$ cat src/ldma_regs.svh
`ifndef LDMA_REGS_SVH
`define LDMA_REGS_SVH

// Policy encodings on i_policy
`define LDMA_POL_FAIR      3'h0
`define LDMA_POL_PRIO      3'h1
`define LDMA_POL_SDMA_LO   3'h2
`define LDMA_POL_SDMA_HI   3'h3
`define LDMA_POL_ADMA_LO   3'h4
`define LDMA_POL_ADMA_HI   3'h5
// Synchroniser stages before a level counts as seen
`define LDMA_SYNC_STAGES   2
// Active-low asserted and negated levels
`define LDMA_ASSERTED      1'h0
`define LDMA_NEGATED       1'h1

`endif

$ cat src/ldma_pkg.sv
package ldma_pkg;
  // Arbiter states: owner held, handover, new owner, gap
  typedef enum logic [2:0] {
    LDMA_OWN1,
    LDMA_HAND12,
    LDMA_OWN2,
    LDMA_HAND21,
    LDMA_GAP
  } ldma_state_t;
  // Arbitration policy selector
  typedef logic [2:0] ldma_policy_t;
endpackage

$ cat src/ldma_arbiter.sv
`timescale 1ns/1ns
`include "ldma_regs.svh"
module ldma_arbiter (
  input  wire logic                   i_clk_sys,
  input  wire logic                   i_rst_n,
  input  wire ldma_pkg::ldma_policy_t i_policy,
  input  wire logic                   i_ignore_lock_end,
  input  wire logic                   i_first_cpu_request_n,
  input  wire logic                   i_first_cpu_lock_n,
  input  wire logic                   i_first_cpu_lock_end_n,
  input  wire logic                   i_first_cpu_transfer_in_progress_n,
  input  wire logic                   i_second_cpu_request_n,
  input  wire logic                   i_second_cpu_lock_n,
  input  wire logic                   i_second_cpu_lock_end_n,
  input  wire logic                   i_bus_busy_n,
  output logic                        o_first_cpu_grant_n,
  output logic                        o_second_cpu_grant_n,
  output ldma_pkg::ldma_state_t       o_state
);
  import ldma_pkg::*;

  // State, grant registers
  ldma_state_t state_q;
  ldma_state_t state_d;
  logic        gnt1_q;
  logic        gnt1_d;
  logic        gnt2_q;
  logic        gnt2_d;

  // Async DMA path: synchronised request and lock
  logic        req2_s_n;
  logic        lock2_s_n;
  logic        req2_f_n;
  logic        lock2_f_n;
  logic        req2_stab;
  logic        lock2_stab;

  // Policy decode
  wire is_fair = (i_policy == `LDMA_POL_FAIR);
  wire is_prio = (i_policy == `LDMA_POL_PRIO);
  wire is_async = (i_policy == `LDMA_POL_ADMA_LO) || (i_policy == `LDMA_POL_ADMA_HI);
  wire second_lo = (i_policy == `LDMA_POL_SDMA_LO) || (i_policy == `LDMA_POL_ADMA_LO);

  ldma_sync u_sync_req (
    .i_clk_sys (i_clk_sys),
    .i_rst_n   (i_rst_n),
    .i_async_n (i_second_cpu_request_n),
    .o_sync_n  (req2_s_n)
  );
  ldma_sync u_sync_lock (
    .i_clk_sys (i_clk_sys),
    .i_rst_n   (i_rst_n),
    .i_async_n (i_second_cpu_lock_n),
    .o_sync_n  (lock2_s_n)
  );
  ldma_stable u_stab_req (
    .i_clk_sys    (i_clk_sys),
    .i_rst_n      (i_rst_n),
    .i_level_n    (req2_s_n),
    .o_stable     (req2_stab),
    .o_asserted_n (req2_f_n)
  );
  ldma_stable u_stab_lock (
    .i_clk_sys    (i_clk_sys),
    .i_rst_n      (i_rst_n),
    .i_level_n    (lock2_s_n),
    .o_stable     (lock2_stab),
    .o_asserted_n (lock2_f_n)
  );

  // Effective second-party signals
  wire req2  = is_async ? !req2_f_n  : !i_second_cpu_request_n;
  wire lock2 = is_async ? !lock2_f_n : !i_second_cpu_lock_n;
  // hold state while async inputs unsettled
  wire hold = is_async && !(req2_stab && lock2_stab);
  wire req1  = !i_first_cpu_request_n;
  // under priority, request stands in for lock on first
  wire lock1 = !i_first_cpu_lock_n || (is_prio && req1);
  // lock end forced negated when ignored
  wire lend1 = !i_ignore_lock_end && !i_first_cpu_lock_end_n;
  wire lend2 = !i_ignore_lock_end && !i_second_cpu_lock_end_n;
  wire busy  = !i_bus_busy_n;
  // async DMA sees processor tip or busy
  wire cpu_idle = i_bus_busy_n && (!is_async || i_first_cpu_transfer_in_progress_n);

  // Yield decisions from owner 1 to 2
  // fairness yields to other requester
  // priority yields only without own request
  // low DMA only without processor request
  // low async DMA only when processor idle
  wire want12 = is_fair ? req2
              : (is_prio || second_lo) ? (req2 && !req1 && (!is_async || !busy))
              : req2;
  // locked owner kept until lock end
  wire lock_ok1 = !lock1 || lend1;
  // Owner 2 gives back
  // under fair and priority, second outranks first only while locked
  wire want21 = is_fair ? req1
              : is_prio ? (req1 && (!lock2 || lend2))
              : (second_lo ? req1 : 1'b0) || !req2;
  wire lock_ok2 = !lock2 || lend2 || !is_fair;

  // Next state
  // unlocked request moves to handover
  // fresh lock in handover returns grant (back to owner 2 only under fairness)
  // new owner may hand back next clock
  always_comb begin
    state_d = state_q;
    if (!hold) begin
      case (state_q)
        LDMA_OWN1: begin
          if (want12 && lock_ok1) state_d = LDMA_HAND12;
        end
        LDMA_HAND12: begin
          if (lock1 && !lend1) state_d = LDMA_OWN1;
          else if (cpu_idle) state_d = LDMA_OWN2;
        end
        LDMA_OWN2: begin
          if (want21 && lock_ok2) state_d = LDMA_HAND21;
        end
        LDMA_HAND21: begin
          if (is_fair && lock2 && !lend2) state_d = LDMA_OWN2;
          else if (i_bus_busy_n) state_d = LDMA_OWN1;
        end
        default: state_d = LDMA_OWN1;
      endcase
    end
  end

  // grant dropped for the handover entry edge
  // default owner gets grant in own state
  wire enter_hand = (state_d != state_q) && ((state_d == LDMA_HAND12) || (state_d == LDMA_HAND21));
  // owner state waits one edge while other grant still on
  assign gnt1_d = ((state_d == LDMA_OWN1) && !gnt2_q)
                || ((state_d == LDMA_HAND21) && !enter_hand);
  assign gnt2_d = ((state_d == LDMA_OWN2) && !gnt1_q)
                || ((state_d == LDMA_HAND12) && !enter_hand);

  // sync reset to default master grant
  always_ff @(posedge i_clk_sys) begin
    if (!i_rst_n) begin
      state_q <= LDMA_OWN1;
      gnt1_q  <= 1'b1;
      gnt2_q  <= 1'b0;
    end else begin
      state_q <= state_d;
      gnt1_q  <= gnt1_d;
      gnt2_q  <= gnt2_d;
    end
  end

  // Active-low grants, straight from flops
  assign o_first_cpu_grant_n  = !gnt1_q;
  assign o_second_cpu_grant_n = !gnt2_q;
  assign o_state              = state_q;
endmodule // ldma_arbiter

$ cat src/ldma_sync.sv
`timescale 1ns/1ns
`include "ldma_regs.svh"
// Two-flop synchroniser; output reset to negated (high)
module ldma_sync (
  input  wire logic i_clk_sys,
  input  wire logic i_rst_n,
  input  wire logic i_async_n,
  output logic      o_sync_n
);
  // First and second stage
  logic meta_q;
  logic sync_q;

  // Meta flop feeds only the second flop
  always_ff @(posedge i_clk_sys) begin
    if (!i_rst_n) begin
      meta_q <= `LDMA_NEGATED;
      sync_q <= `LDMA_NEGATED;
    end else begin
      meta_q <= i_async_n;
      sync_q <= meta_q;
    end
  end

  assign o_sync_n = sync_q;
endmodule // ldma_sync

$ cat src/ldma_stable.sv
`timescale 1ns/1ns
`include "ldma_regs.svh"
// Flags a synchronised low level held for two rising edges
module ldma_stable (
  input  wire logic i_clk_sys,
  input  wire logic i_rst_n,
  input  wire logic i_level_n,
  output logic      o_stable,
  output logic      o_asserted_n
);
  // Previous sample of the level
  logic prev_q;

  // Keep last sample
  always_ff @(posedge i_clk_sys) begin
    if (!i_rst_n) begin
      prev_q <= `LDMA_NEGATED;
    end else begin
      prev_q <= i_level_n;
    end
  end

  // Stable when two samples agree
  assign o_stable     = (prev_q == i_level_n);
  assign o_asserted_n = prev_q | i_level_n;
endmodule // ldma_stable

$ cat config.mk
export PLATFORM = sky130hd
export DESIGN_NAME = ldma_arbiter
export DESIGN_NICKNAME = d
export VERILOG_FILES = /design/src/ldma_pkg.sv /design/src/ldma_arbiter.sv /design/src/ldma_sync.sv /design/src/ldma_stable.sv
export VERILOG_INCLUDE_DIRS = /design/src /design/src/src
export SDC_FILE = /design/constraint.sdc
export NUM_CORES = 1
export LEC_CHECK = 0
export BUFFER_PORTS_ARGS = -buffer_cell sky130_fd_sc_hd__buf_2
export CORE_UTILIZATION = 45
export CTS_BUF_LIST = sky130_fd_sc_hd__clkbuf_2
export CTS_CLUSTER_DIAMETER = 50
export DETAILED_ROUTE_END_ITERATION = 12
export PLACE_DENSITY_LB_ADDON = 0.15
export SLEW_MARGIN = 10
export SYNTH_ARGS = -nofsm -noshare
export SYNTH_HDL_FRONTEND = slang
export SYNTH_HIERARCHICAL = 1
export SYNTH_SLANG_ARGS = --single-unit
export TNS_END_PERCENT = 100
$ cat constraint.sdc
create_clock -name i_clk_sys -period 1.9 [get_ports i_clk_sys]
set_input_delay 0.38 -clock i_clk_sys [delete_from_list [all_inputs] [get_ports i_clk_sys]]
set_output_delay 0.38 -clock i_clk_sys [all_outputs]
set_load 0.05 [all_outputs]
==> metrics.md <==
| Metric | Value |
|---|---|
| Status | finished, final reports clean |
| R2r setup slk | 0.13 ns |
| Final setup margin | 0.114 ns |
| Most common cell after layout, fill and taps aside | buf_2 |
| CP Class | input port to flop |
| DIE HEIGHT | 41.2 µm |
| Final Hold Vio Count | 0 |
| Grt peak-use layer | met2 |
| Fmax | 0.560 GHz |
| Die width | 41.2 µm |
| Post-Layout Cell Count | 132 |
| Reg power frac | 46.2% |
| M1 GR Usage | 30.3% |
| Nets | 134 |
| Clock Path Buffers | 2 |
| Power Density | 564 nW/µm² |
| WL final | 1660 µm |
| Grt met3 use | 9.78% |
| # H-tree levels | 1 |
| Drt via density | 5.40 |
| Max-Cap Viols | 0 |
| Hold Path Class | input port to flop |
| Syn avg cell area | 8.15 µm² |
| Placeable Area | 1370 µm² |
| Final RePlAce weighted congestion | 0.814 |
| Initial Util | 50.7% |
| Layout cells sized above 1 | 36.8% |
| HPWL after DPL | 1260 µm |
| Crit path from | i_policy[2] |
| I/O pin count | 19 |
| Vias | 713 |
| WP data required | 2.12 ns |
| DP Cell Count | 128 |
| Port Buffers | 18 |
| Skew final | 0.00743 ns |
| Number of diodes | 0 |
| CTS tree | done |
| Post-CTS sizing | 0 |
| Clk pwr share | 25.0% |
| Largest net degree at the start of global routing | 12 |
| CP Capture Type | flop |
| Slew margin rel. | 79.6% |
| Net Switching | 166 µW |
| Switching Fraction | 31.1% |
| Critical Path AT | 2.01 ns |
| Critical Path Source Type | input port |
| Fin. max-slew vios | 0 |
| Clock latency on the worst-skew pair | 0.27 ns |
| Worst-path clk slew | 0.10 ns |
| Clk root buf | clkbuf_2 |
| P&R area growth vs syn | 36.3% |
| Worst Reg-to-Reg Cells | 9 |
| Worst-path fanout max | 6 |
| Net count after synthesis | 101 |
| Final worst path period share | 94.0% |
| Initial drt markers | 23 |
| Minimum clock period after layout | 1.79 ns |
| Comb pwr share | 28.8% |
| Tightest Pin Transition | 0.301 ns |
| CTS buffer count | 3 |
| Post-synthesis instance area | 693 µm² |
| Syn Inst Count | 85 |
| First-pass GRT wire length | 2580 µm |
| Synth warn | 6 |
| Most frequent cells in the layout | 18 x buf_2, 13 x buf_4, 11 x dfxtp_1 |
| Reg2reg end | gnt2_q |
| Number of global-route vias before repair | 611 |
| Leakage | 0.461 nW |
| P_int | 367 µW |
| Clk sink count | 11 |
| CTS hold repair buffers | 0 |
| Setup Buffers After CTS | 0 |
| Total Routing Usage GR | 24.5% |
| Routed Antenna Nets | 0 |
| Worst VDD drop | 0.387 mV |
| Drt drc | 0 |
| Drt pass-1 iters | 4 |
| Die footprint | 1700 µm² |
| Rows | 13 |
| Global routing usage on met2 | 37.5% |
| GR Overflow Total | 0 |
| Reg-to-reg startpoint | u_sync_req/o_sync_n |
| Routed WL per cell | 12.6 µm |
| Final setup viols | 0 |
| Crit path capture | gnt2_q |
| Number of antenna violations at the first check in global routing | 0 |
| Post-Place Setup Slack | -0.156 ns |
-- stage by stage --
step	TNS (ns)	area (µm²)	hold WS [ns]	util [%]	power [mW]
global placement	-0.169	892	0.389	65.3	0.393
finish	0	945	0.345	69.1	0.532
floorplan	-0.0659	707	0.386	-	0.337
detailed placement	-0.191	892	0.401	65.3	0.395
global route	-0.00396	945	0.320	69.1	0.567
CTS	0	912	0.333	66.8	0.528
-- final cells by class --
type                            count  area (µm²)
Timing Repair Buffer               31         188
Fill cell                         121         422
Tap cell                           15        18.8
Sequential cell                    11         220
Clock buffer                        4        20.0
Inverter                            9        33.8
Multi-Input combinational cell     62         464
-- worst min-delay path by stage --
stage / startpoint / to / slack, ns / cells after the start
4_1_cts: i_second_cpu_lock_n / u_sync_lock/meta_q / 0.33 / 2
5_1_grt: i_second_cpu_lock_n / u_sync_lock/meta_q / 0.32 / 2
6_report: i_second_cpu_lock_n / u_sync_lock/meta_q / 0.35 / 2
2_1_floorplan: u_sync_lock/meta_q / u_sync_lock/o_sync_n / 0.39 / 1
3_5_place_dp: u_sync_req/meta_q / u_sync_req/o_sync_n / 0.40 / 1
3_3_place_gp: u_sync_lock/meta_q / u_sync_lock/o_sync_n / 0.39 / 1
-- registers in the layout, indices dropped and copies added, names as in the netlist --
| register | cells |
|---|---|
| u_sync_req/o_sync_n | 1 |
| o_state | 3 |
| u_sync_lock/meta_q | 1 |
| u_sync_req/meta_q | 1 |
| gnt2_q | 1 |
| u_stab_req/prev_q | 1 |
| gnt1_q | 1 |
| u_sync_lock/o_sync_n | 1 |
| u_stab_lock/prev_q | 1 |
-- per-layer routing --
metal / vias to the layer above / part of all wire [%]
met5: - / 0
met1: 325 / 48
li1: 365 / -
met4: 0 / 2.1
met3: 5 / 4.1
met2: 18 / 46
-- power by group through the flow --
| stage | Sequential (mW) | Clock, mW | Combinational [mW] |
|---|---|---|---|
| floorplan | 0.257 | 0 | 0.0791 |
| global placement | 0.251 | 0 | 0.142 |
| detailed placement | 0.251 | 0 | 0.144 |
| CTS | 0.245 | 0.138 | 0.145 |
| global route | 0.247 | 0.152 | 0.167 |
| finish | 0.246 | 0.133 | 0.154 |
-- critical path: stages --
cell,delay [ns]
buf_2,0.13
buf_4,0.14
or2b_1,0.27
o21ai_1,0.25
nor4_2,0.09
or4b_1,0.49
a21oi_1,0.13
o21a_1,0.12
Note: power is estimated with default switching activity, not from simulation.
